File: src/spl_consts.svh
// Offsets, field positions, codes and reset values of the page load engine
`ifndef SPL_CONSTS_SVH
`define SPL_CONSTS_SVH
// ==========================================
// Register byte offsets
`define SPL_OFF_CTRL 8'h00
`define SPL_OFF_DESC 8'h04
`define SPL_OFF_DEST 8'h08
`define SPL_OFF_SLOT 8'h0c
`define SPL_OFF_META 8'h10
`define SPL_OFF_SRC 8'h14
`define SPL_OFF_CPAGE 8'h18
`define SPL_OFF_LIN 8'h1c
`define SPL_OFF_SEC_INFO 8'h20
`define SPL_OFF_COND 8'h24
`define SPL_OFF_CPAGE_ID 8'h28
`define SPL_OFF_TAG_STORED 8'h2c
`define SPL_OFF_TAG_CALC 8'h30
`define SPL_OFF_VER_LO 8'h34
`define SPL_OFF_VER_HI 8'h38
`define SPL_OFF_STATUS 8'h3c
`define SPL_OFF_RESULT 8'h40
`define SPL_OFF_MAP 8'h44
`define SPL_OFF_HDR_ID 8'h48
`define SPL_OFF_CONTEXT 8'h4c
`define SPL_OFF_FAULT_ADDR 8'h50
`define SPL_OFF_COUNTER_HI 8'h54
`define SPL_OFF_MAP_LIN 8'h58
// ==========================================
// Field positions
`define SPL_CTRL_START_BIT 8
`define SPL_STAT_BUSY_BIT 8
`define SPL_STAT_ZERO_BIT 9
`define SPL_STAT_CARRY_BIT 10
// ==========================================
// Leaf codes
`define SPL_LEAF_BLK 8'h07
`define SPL_LEAF_UNBLK 8'h08
`define SPL_LEAF_BLK_C 8'h12
`define SPL_LEAF_UNBLK_C 8'h13
// ==========================================
// Page type encodings
`define SPL_PT_CONTROL 8'h00
`define SPL_PT_REGULAR 8'h01
`define SPL_PT_THREAD 8'h02
`define SPL_PT_VERSION 8'h03
`define SPL_PT_TRIMMED 8'h04
`define SPL_PT_SHADOW_FIRST 8'h05
`define SPL_PT_SHADOW_REST 8'h06
// ==========================================
// Result codes
`define SPL_CODE_OK 32'h0000_0000
`define SPL_CODE_TAG_MISMATCH 32'h0000_0004
`define SPL_CODE_PAGE_CONFLICT 32'h0000_0007
// ==========================================
// Reset values
`define SPL_RST_WORD 32'h0000_0000
`define SPL_RST_MAP 16'h0000
`endif

File: src/spl_pkg.sv
// Types shared by the page load engine
package spl_pkg;
  typedef enum logic [2:0]
  {
    SPL_ST_IDLE = 3'h1,
    SPL_ST_CHECK = 3'h2,
    SPL_ST_DONE = 3'h4
  } spl_state_t;
  typedef enum logic [3:0]
  {
    SPL_OC_NONE = 4'h0,
    SPL_OC_OK = 4'h1,
    SPL_OC_GP = 4'h2,
    SPL_OC_PF = 4'h3,
    SPL_OC_VMX_EXC = 4'h4,
    SPL_OC_VMX_ERR = 4'h5,
    SPL_OC_ERR = 4'h6
  } spl_outcome_t;
  typedef struct packed
  {
    logic feat_ss;
    logic guest_ext;
    logic slot_is_version;
    logic slot_page_valid;
    logic dest_valid;
    logic cpage_conflict;
    logic slot_conflict;
    logic dest_conflict;
    logic cpage_in_cache;
    logic slot_in_cache;
    logic dest_in_cache;
    logic noncanonical;
    logic long_mode;
    logic cpl_zero;
  } spl_cond_t;
  typedef struct packed
  {
    logic restriction_pending;
    logic modified;
    logic pending;
    logic [2:0] rwx;
    logic [7:0] ptype;
  } spl_security_info_t;
  typedef struct packed
  {
    logic valid;
    logic blocked;
    spl_security_info_t sec;
  } spl_map_t;
  typedef struct packed
  {
    spl_outcome_t kind;
    logic [31:0] code;
    logic [31:0] addr;
  } spl_check_t;
endpackage

File: src/spl_engine.sv
// Page load engine with AHB-Lite register slave
`timescale 1ns/1ps
`include "spl_consts.svh"
module spl_engine
  import spl_pkg::*;
(
  // Clock and reset
  input wire logic clk_sys,
  input wire logic reset_n,
  // AHB-Lite slave
  input wire logic hsel,
  input wire logic [31:0] haddr,
  input wire logic [1:0] htrans,
  input wire logic hwrite,
  input wire logic [2:0] hsize,
  input wire logic hready,
  input wire logic [31:0] hwdata,
  output logic [31:0] hrdata,
  output logic hreadyout,
  output logic hresp,
  // Status
  output logic busy
);

  // ==========================================
  // Registers
  spl_state_t st_q;
  logic [7:0] leaf_q;
  logic [31:0] desc_q, dest_q, slot_q, meta_q, src_q, cpage_q, lin_q;
  spl_security_info_t sec_q;
  spl_cond_t cond_q;
  logic [31:0] cpage_id_q, tag_st_q, tag_calc_q, ver_lo_q, ver_hi_q;
  spl_outcome_t out_q;
  logic zero_flag_q, carry_flag_q;
  logic [31:0] code_q, hdr_id_q, ctx_q, fault_addr_q, map_lin_q;
  spl_map_t map_q;
  logic [31:0] hrdata_q;
  logic wr_q, busy_q;
  logic [7:0] wa_q;
  logic start;
  spl_check_t res;

  // ==========================================
  // Bus slave
  function automatic logic [31:0] rd_word(input logic [7:0] a);
    case (a)
      `SPL_OFF_CTRL: rd_word = {24'h0, leaf_q};
      `SPL_OFF_DESC: rd_word = desc_q;
      `SPL_OFF_DEST: rd_word = dest_q;
      `SPL_OFF_SLOT: rd_word = slot_q;
      `SPL_OFF_META: rd_word = meta_q;
      `SPL_OFF_SRC: rd_word = src_q;
      `SPL_OFF_CPAGE: rd_word = cpage_q;
      `SPL_OFF_LIN: rd_word = lin_q;
      `SPL_OFF_SEC_INFO: rd_word = {18'h0, sec_q};
      `SPL_OFF_COND: rd_word = {18'h0, cond_q};
      `SPL_OFF_CPAGE_ID: rd_word = cpage_id_q;
      `SPL_OFF_TAG_STORED: rd_word = tag_st_q;
      `SPL_OFF_TAG_CALC: rd_word = tag_calc_q;
      `SPL_OFF_VER_LO: rd_word = ver_lo_q;
      `SPL_OFF_VER_HI: rd_word = ver_hi_q;
      `SPL_OFF_STATUS: rd_word = {21'h0, carry_flag_q, zero_flag_q, busy_q, 4'h0, out_q};
      `SPL_OFF_RESULT: rd_word = code_q;
      `SPL_OFF_MAP: rd_word = {16'h0, map_q};
      `SPL_OFF_HDR_ID: rd_word = hdr_id_q;
      `SPL_OFF_CONTEXT: rd_word = ctx_q;
      `SPL_OFF_FAULT_ADDR: rd_word = fault_addr_q;
      `SPL_OFF_MAP_LIN: rd_word = map_lin_q;
      // Counter upper word is the version's low word, lower word zero
      `SPL_OFF_COUNTER_HI: rd_word = ver_lo_q;
      default: rd_word = 32'h0;
    endcase
  endfunction

  wire logic aphase = hsel && hready && htrans[1];

  always_ff @(posedge clk_sys or negedge reset_n)
  begin
    if (!reset_n)
    begin
      wr_q <= 1'b0;
      wa_q <= 8'h00;
      hrdata_q <= `SPL_RST_WORD;
    end
    else
    begin
      wr_q <= aphase && hwrite;
      wa_q <= haddr[7:0];
      // Read data captured in the address phase so hrdata is a flop
      if (aphase && !hwrite)
        hrdata_q <= (haddr[31:8] == 24'h0) ? rd_word(haddr[7:0]) : 32'h0;
    end
  end

  assign hrdata = hrdata_q;
  assign hreadyout = 1'b1;
  assign hresp = 1'b0;
  assign busy = busy_q;

  assign start = wr_q && (wa_q == `SPL_OFF_CTRL) && hwdata[`SPL_CTRL_START_BIT]
                 && (st_q == SPL_ST_IDLE);

  // Operand registers; held constant while a load is in flight
  always_ff @(posedge clk_sys or negedge reset_n)
  begin
    if (!reset_n)
    begin
      leaf_q <= 8'h00;
      desc_q <= `SPL_RST_WORD;
      dest_q <= `SPL_RST_WORD;
      slot_q <= `SPL_RST_WORD;
      meta_q <= `SPL_RST_WORD;
      src_q <= `SPL_RST_WORD;
      cpage_q <= `SPL_RST_WORD;
      lin_q <= `SPL_RST_WORD;
      sec_q <= '0;
      cond_q <= '0;
      cpage_id_q <= `SPL_RST_WORD;
      tag_st_q <= `SPL_RST_WORD;
      tag_calc_q <= `SPL_RST_WORD;
    end
    else if (wr_q && st_q == SPL_ST_IDLE)
    begin
      case (wa_q)
        `SPL_OFF_CTRL: leaf_q <= hwdata[7:0];
        `SPL_OFF_DESC: desc_q <= hwdata;
        `SPL_OFF_DEST: dest_q <= hwdata;
        `SPL_OFF_SLOT: slot_q <= hwdata;
        `SPL_OFF_META: meta_q <= hwdata;
        `SPL_OFF_SRC: src_q <= hwdata;
        `SPL_OFF_CPAGE: cpage_q <= hwdata;
        `SPL_OFF_LIN: lin_q <= hwdata;
        `SPL_OFF_SEC_INFO: sec_q <= hwdata[13:0];
        `SPL_OFF_COND: cond_q <= hwdata[13:0];
        `SPL_OFF_CPAGE_ID: cpage_id_q <= hwdata;
        `SPL_OFF_TAG_STORED: tag_st_q <= hwdata;
        `SPL_OFF_TAG_CALC: tag_calc_q <= hwdata;
        default: ;
      endcase
    end
  end

  // ==========================================
  // Checks, in the order the load performs them
  wire logic leaf_code = (leaf_q == `SPL_LEAF_BLK_C) || (leaf_q == `SPL_LEAF_UNBLK_C);
  wire logic leaf_known = leaf_code || (leaf_q == `SPL_LEAF_BLK)
                          || (leaf_q == `SPL_LEAF_UNBLK);
  wire logic parented = (sec_q.ptype == `SPL_PT_REGULAR) || (sec_q.ptype == `SPL_PT_THREAD)
                        || (sec_q.ptype == `SPL_PT_TRIMMED)
                        || (cond_q.feat_ss && ((sec_q.ptype == `SPL_PT_SHADOW_FIRST)
                        || (sec_q.ptype == `SPL_PT_SHADOW_REST)));
  wire logic no_parent = (sec_q.ptype == `SPL_PT_CONTROL) || (sec_q.ptype == `SPL_PT_VERSION);
  wire spl_check_t conflict_res = leaf_code
       ? spl_check_t'{kind: SPL_OC_ERR, code: `SPL_CODE_PAGE_CONFLICT, addr: 32'h0}
       : spl_check_t'{kind: SPL_OC_GP, code: 32'h0, addr: 32'h0};

  always_comb
  begin
    res = '{kind: SPL_OC_OK, code: `SPL_CODE_OK, addr: 32'h0};
    if (!leaf_known || !cond_q.cpl_zero)
      res.kind = SPL_OC_GP;
    else if (cond_q.long_mode && cond_q.noncanonical)
      res.kind = SPL_OC_GP;
    else if ((desc_q[4:0] != 5'h0) || (dest_q[11:0] != 12'h0))
      res.kind = SPL_OC_GP;
    else if (!cond_q.dest_in_cache)
      res = '{kind: SPL_OC_PF, code: 32'h0, addr: dest_q};
    else if (slot_q[2:0] != 3'h0)
      res.kind = SPL_OC_GP;
    else if (!cond_q.slot_in_cache)
      res = '{kind: SPL_OC_PF, code: 32'h0, addr: slot_q};
    else if ((meta_q[6:0] != 7'h0) || (src_q[11:0] != 12'h0))
      res.kind = SPL_OC_GP;
    else if (cond_q.dest_conflict)
    begin
      // Guest exits carry the destination as the faulting address
      if (cond_q.guest_ext)
        res = '{kind: leaf_code ? SPL_OC_VMX_ERR : SPL_OC_VMX_EXC,
                code: leaf_code ? `SPL_CODE_PAGE_CONFLICT : 32'h0, addr: dest_q};
      else
        res = conflict_res;
    end
    else if (cond_q.slot_conflict)
      res = conflict_res;
    else if (cond_q.dest_valid)
      res = '{kind: SPL_OC_PF, code: 32'h0, addr: dest_q};
    else if (!cond_q.slot_page_valid || !cond_q.slot_is_version)
      res = '{kind: SPL_OC_PF, code: 32'h0, addr: slot_q};
    else if (parented && (cpage_q[11:0] != 12'h0))
      res.kind = SPL_OC_GP;
    else if (parented && !cond_q.cpage_in_cache)
      res = '{kind: SPL_OC_PF, code: 32'h0, addr: cpage_q};
    else if (parented && cond_q.cpage_conflict)
      res = conflict_res;
    else if (!parented && (cpage_q != 32'h0))
      res.kind = SPL_OC_GP;
    else if (tag_calc_q != tag_st_q)
      res = '{kind: SPL_OC_ERR, code: `SPL_CODE_TAG_MISMATCH, addr: 32'h0};
  end

  // ==========================================
  // Sequencer
  always_ff @(posedge clk_sys or negedge reset_n)
  begin
    if (!reset_n)
      st_q <= SPL_ST_IDLE;
    else
    begin
      case (st_q)
        SPL_ST_IDLE: st_q <= start ? SPL_ST_CHECK : SPL_ST_IDLE;
        SPL_ST_CHECK: st_q <= SPL_ST_DONE;
        SPL_ST_DONE: st_q <= SPL_ST_IDLE;
        default: st_q <= SPL_ST_IDLE;
      endcase
    end
  end

  always_ff @(posedge clk_sys or negedge reset_n)
  begin
    if (!reset_n)
      busy_q <= 1'b0;
    else
      busy_q <= (st_q == SPL_ST_IDLE) ? start : (st_q == SPL_ST_CHECK);
  end

  // Outcome, flags and result code
  always_ff @(posedge clk_sys or negedge reset_n)
  begin
    if (!reset_n)
    begin
      out_q <= SPL_OC_NONE;
      zero_flag_q <= 1'b0;
      carry_flag_q <= 1'b0;
      code_q <= `SPL_RST_WORD;
      fault_addr_q <= `SPL_RST_WORD;
    end
    else if (start)
      out_q <= SPL_OC_NONE;
    else if (st_q == SPL_ST_CHECK)
    begin
      out_q <= res.kind;
      fault_addr_q <= res.addr;
      // Faults and exits leave the flags and result code alone
      if (res.kind == SPL_OC_OK || res.kind == SPL_OC_ERR)
      begin
        zero_flag_q <= (res.kind == SPL_OC_ERR);
        carry_flag_q <= 1'b0;
        code_q <= res.code;
      end
    end
  end

  // Header build; identifier zero unless a parent page is bound
  always_ff @(posedge clk_sys or negedge reset_n)
  begin
    if (!reset_n)
      hdr_id_q <= `SPL_RST_WORD;
    else if (start)
      hdr_id_q <= 32'h0;
    else if (st_q == SPL_ST_CHECK)
      hdr_id_q <= parented ? cpage_id_q : 32'h0;
  end

  // Commit happens only after every check above has passed
  always_ff @(posedge clk_sys or negedge reset_n)
  begin
    if (!reset_n)
    begin
      map_q <= `SPL_RST_MAP;
      ctx_q <= `SPL_RST_WORD;
      map_lin_q <= `SPL_RST_WORD;
    end
    else if (st_q == SPL_ST_CHECK && res.kind == SPL_OC_OK)
    begin
      map_q.sec <= sec_q;
      map_q.blocked <= ((leaf_q == `SPL_LEAF_BLK) || (leaf_q == `SPL_LEAF_BLK_C))
                       && !no_parent;
      map_q.valid <= 1'b1;
      map_lin_q <= lin_q;
      // Paging is identity here, so the translation is the pointer
      if (sec_q.ptype == `SPL_PT_CONTROL)
        ctx_q <= dest_q;
    end
  end

  // Version slot: read as the counter, zeroed on success
  always_ff @(posedge clk_sys or negedge reset_n)
  begin
    if (!reset_n)
    begin
      ver_lo_q <= `SPL_RST_WORD;
      ver_hi_q <= `SPL_RST_WORD;
    end
    else if (st_q == SPL_ST_CHECK && res.kind == SPL_OC_OK)
    begin
      ver_lo_q <= 32'h0;
      ver_hi_q <= 32'h0;
    end
    else if (wr_q && st_q == SPL_ST_IDLE && wa_q == `SPL_OFF_VER_LO)
      ver_lo_q <= hwdata;
    else if (wr_q && st_q == SPL_ST_IDLE && wa_q == `SPL_OFF_VER_HI)
      ver_hi_q <= hwdata;
  end
endmodule

File: config.mk
export PLATFORM = sky130hd
export DESIGN_NAME = spl_engine
export DESIGN_NICKNAME = d
export VERILOG_FILES = /design/src/spl_pkg.sv /design/src/spl_engine.sv
export VERILOG_INCLUDE_DIRS = /design/src /design/src/src
export SDC_FILE = /design/constraint.sdc
export NUM_CORES = 1
export LEC_CHECK = 0
export ABC_AREA = 1
export BUFFER_PORTS_ARGS = -buffer_cell sky130_fd_sc_hd__buf_2
export CELL_PAD_IN_SITES_DETAIL_PLACEMENT = 0
export CELL_PAD_IN_SITES_GLOBAL_PLACEMENT = 2
export CORE_MARGIN = 2
export CORE_UTILIZATION = 29
export CTS_BUF_LIST = sky130_fd_sc_hd__clkbuf_16
export CTS_CLUSTER_DIAMETER = 60
export DETAILED_ROUTE_END_ITERATION = 6
export GPL_ROUTABILITY_DRIVEN = 0
export GPL_TIMING_DRIVEN = 0
export MAX_ROUTING_LAYER = met4
export PLACE_DENSITY = 0.67
export SKIP_LAST_GASP = 1
export SYNTH_ARGS = -nofsm -noshare
export SYNTH_HDL_FRONTEND = slang
export SYNTH_SLANG_ARGS = --single-unit
File: constraint.sdc
create_clock -name clk_sys -period 2.8 [get_ports clk_sys]
set_clock_uncertainty 0.15 [all_clocks]
set_input_delay 0.56 -clock clk_sys [delete_from_list [all_inputs] [get_ports clk_sys]]
set_output_delay 0.56 -clock clk_sys [all_outputs]
set_load 0.02 [all_outputs]
==> run_results.csv <==
group,metric,value,unit
critical_path,worstSetupPathType,"reg2reg",
sta,hold_viol,0,
die,die_x,321,µm
global_routing,track_usage,30.6,%
critical_path,reg2reg_slack,-0.11,ns
critical_path,crit_chain,"inv_1 -> nand2_1 -> nand2_1 -> nor2_4 -> nand2_1 -> nor2_1 -> nand2_2 -> nor2_4 -> nand2_2 -> o21ai_2 -> nand2_2 -> nor2_4 -> buf_12 -> nand2_8 -> clkbuf_16 -> buf_12 -> nand3_1 -> o21ai_1",
run_status,status,"finished, violations left",
critical_path,cp_top_family,"simple AND/OR/NAND/NOR gates",
die,start_util,29.2,%
placement,dp_slack,-2.04,ns
drt,ant_nets,0,
synth,synth_cell_types,44,
synth,synthCells,3668,
critical_path,r2r_start,"tag_st_q[4]",
layout,fin_nets,4023,
critical_path,ff2ff_path_depth,18,
drt,first_iter_violations,3340,
die,rows,116,
synth,syn_nets,3742,
synth,syn_area,0.0291,mm²
synth,ys_ff_latch,615,
sta,period_minus_slack,2.91,ns
sta,post-route-period-util,104,%
global_routing,grt_pass1_vias,26700,
layout,drive_gt1_share,16.8,%
clock_tree,worstSkewPairLatency,0.66,ns
critical_path,critical-path-slowest-cell,"dfrtp_1",
drt,wirelength,156,mm
sta,worst_slack,-0.113,ns
sta,setup_violations,119,
clock_tree,cts_buffers,81,
sta,finalSetupTns,-5.91,ns
synth,yosysTopAreaCell,"dfrtp_1",
sta,tightest_slew,1.21,ns
clock_tree,cts_tree,"yes",
clock_tree,cts.sinks,615,
power,powerDensity,567,mW/mm²
critical_path,cpPeakStageDelay,0.36,ns
critical_path,worst_setup_path_start_kind,"register",
power,peakVddDrop,353,µV
drt,drc,0,
synth,synth_ff_type,"dfrtp_1",
drt,dr.pass1.iters,7,
critical_path,cp_data_arrival_time,3.26,ns
critical_path,cp_max_fo,10,
global_routing,antenna_found_initial,7,
min_path,holdPathStages,3,
synth,yosys_warnings,0,
clock_tree,cts_max_level,3,
clock_tree,cts_root_buf,"clkbuf_16",
die,die_area,0.103,mm²
synth,async_flop_share,100,%
sta,relSlewSlack,19.0,%
die,die_y,321,µm
synth,synth_edf_count,0,
drt,via_count,28800,
clock_tree,path_clk_slew,0.06,ns
clock_tree,cts_max_path_buffers,3,
die,core_area,0.0997,mm²
critical_path,cp.buffers_inverters,4,
global_routing,grt_pass1_wl,215,mm
global_routing,grt_overflow,0,
layout,n_fill_cell,10500,
drt,vias_per_cell,5.41,
synth,netlist_top_cells_area,"dfrtp_1 (53%), nand2_1 (14%), o21ai_0 (9.4%), inv_1 (4.1%), a21oi_1 (2.5%)",
drt,wl_per_cell,29.3,µm
critical_path,crit_required,3.15,ns
placement,port_buffers,102,
synth,synth_seq_area_share,52.9,%
sta,fmax,0.343,GHz
global_routing,grt_max_degree,108,
layout,syn_to_final_growth,26.2,%
synth,yosysMostFrequentCell,"nand2_1",
min_path,min-delay-path-class,"in2reg",
run_status,violations,"setup timing",
critical_path,end_kind,"register",
die,io_pins,109,
min_path,hold_start,"hwdata[24]",
critical_path,reg2reg_to,"ver_lo_q[0]",
sta,slew_viol_final,0,
synth,synth_top_area_share,52.8,%
synth,avgSynthCellArea,7.93,µm²
power,p_leak,19.3,nW
synth,synth_commonest_cells,"nand2_1 (1,116), dfrtp_1 (614), o21ai_0 (549)",
min_path,hold_end,"ver_hi_q[24]",
placement,place_hpwl,117,mm
sta,grt_setup_unrepaired,"yes",
run,cap_violations,0,
## per-layer routing
metal  global-route usage (%)  vias to the layer above  share of wire [%]
met5                        -                        -                  0
met4                     7.18                        0                2.8
met3                     4.94                      204                8.3
met2                     43.5                     1225                 42
met1                     45.1                    14600                 46
li1                         -                    12700                  -
## cell families (layout without fill, tap and decap cells)
logic type | after synthesis | count (layout) | share of synthesized area, %
AOI/OAI and AO/OA | 971 | 971 | 18.2
xor gates and xnor gates | 2 | 2 | 0.0602
buffers and inverters | 556 | 900 | 7.55
DFF | 615 | 615 | 52.9
other | 2 | 5 | 0.0258
and+or+nand+nor | 1522 | 1523 | 21.2
## worst register-to-register path, stage by stage (launching register included)
cell and delay (ns):
dfrtp_1 0.36, inv_1 0.12, nand2_1 0.08, nand2_1 0.08, nor2_4 0.14, nand2_1 0.08, nor2_1 0.13, nand2_2 0.07
nor2_4 0.26, nand2_2 0.11, o21ai_2 0.15, nand2_2 0.12, nor2_4 0.14, buf_12 0.14, nand2_8 0.10, clkbuf_16 0.21
buf_12 0.16, nand3_1 0.08, o21ai_1 0.09
## power by group
part           total (mW)  leakage [nW]  internal, mW  switching (mW)
clock                10.7          1.36          6.32            4.38
combinational        1.01          11.7         0.231           0.774
sequential           9.11          6.27          9.01           0.101
total                20.8          19.3          15.6            5.25
## through the flow
step	hold slack (ns)	instances	util (%)	area (µm²)	power, mW
CTS	0.0356	5255	34.9	34800	20.9
global placement	0.299	5068	31.3	31200	10.2
global route	0.0758	5311	36.8	36700	21.4
finish	0.0626	5314	36.8	36700	20.8
detailed placement	0.302	5074	31.5	31400	10.2
floorplan	0.114	3668	-	29100	9.54
## repair_timing
action | 4_1_cts | 5_1_grt
hold endpoints to repair | 85 | 0
gates cloned | 1 | 18
hold buffers | 11 | 0
gates resized for setup | 158 | 347
pin swaps | 12 | 31
setup buffers | 22 | 39
endpoints found under the setup margin | 319 | 392
## placed cells by master (no fill, tap or decap), types with 52 or more instances in the layout
master,count
o21ai_1,95
nand2_1,1042
inv_1,316
a21oi_1,142
clkbuf_16,103
nand3_1,87
buf_2,111
nand3_2,52
o21ai_0,523
dfrtp_1,599
o22ai_1,53
buf_4,63
nor2_1,117
clkbuf_1,131
## worst max-delay path by stage
| stage | from | to | depth (start not counted) |
|---|---|---|---|
| floorplan | haddr[0] | hrdata[9] | 12 |
| global placement | reset_n | src_q[29] | 1 |
| detailed placement | haddr[0] | hrdata[3] | 12 |
| CTS | haddr[7] | hrdata[3] | 12 |
| global route | haddr[2] | hrdata[14] | 9 |
| finish | tag_st_q[4] | ver_lo_q[0] | 18 |
## cell type report
type / instances / area, µm² / share of cell area, %
tap: 1298 / 1620 / 4.42
antenna: 3 / 7.51 / 0.0204
clock buffer: 85 / 2130 / 5.79
multi-input combinational: 2498 / 12600 / 34.4
sequential: 615 / 15400 / 42.0
clock inverter: 62 / 539 / 1.47
buffer: 220 / 1290 / 3.52
inverter: 335 / 1290 / 3.51
timing repair buffer: 198 / 1780 / 4.86
No activity file was read; power rests on OpenSTA's default activity.
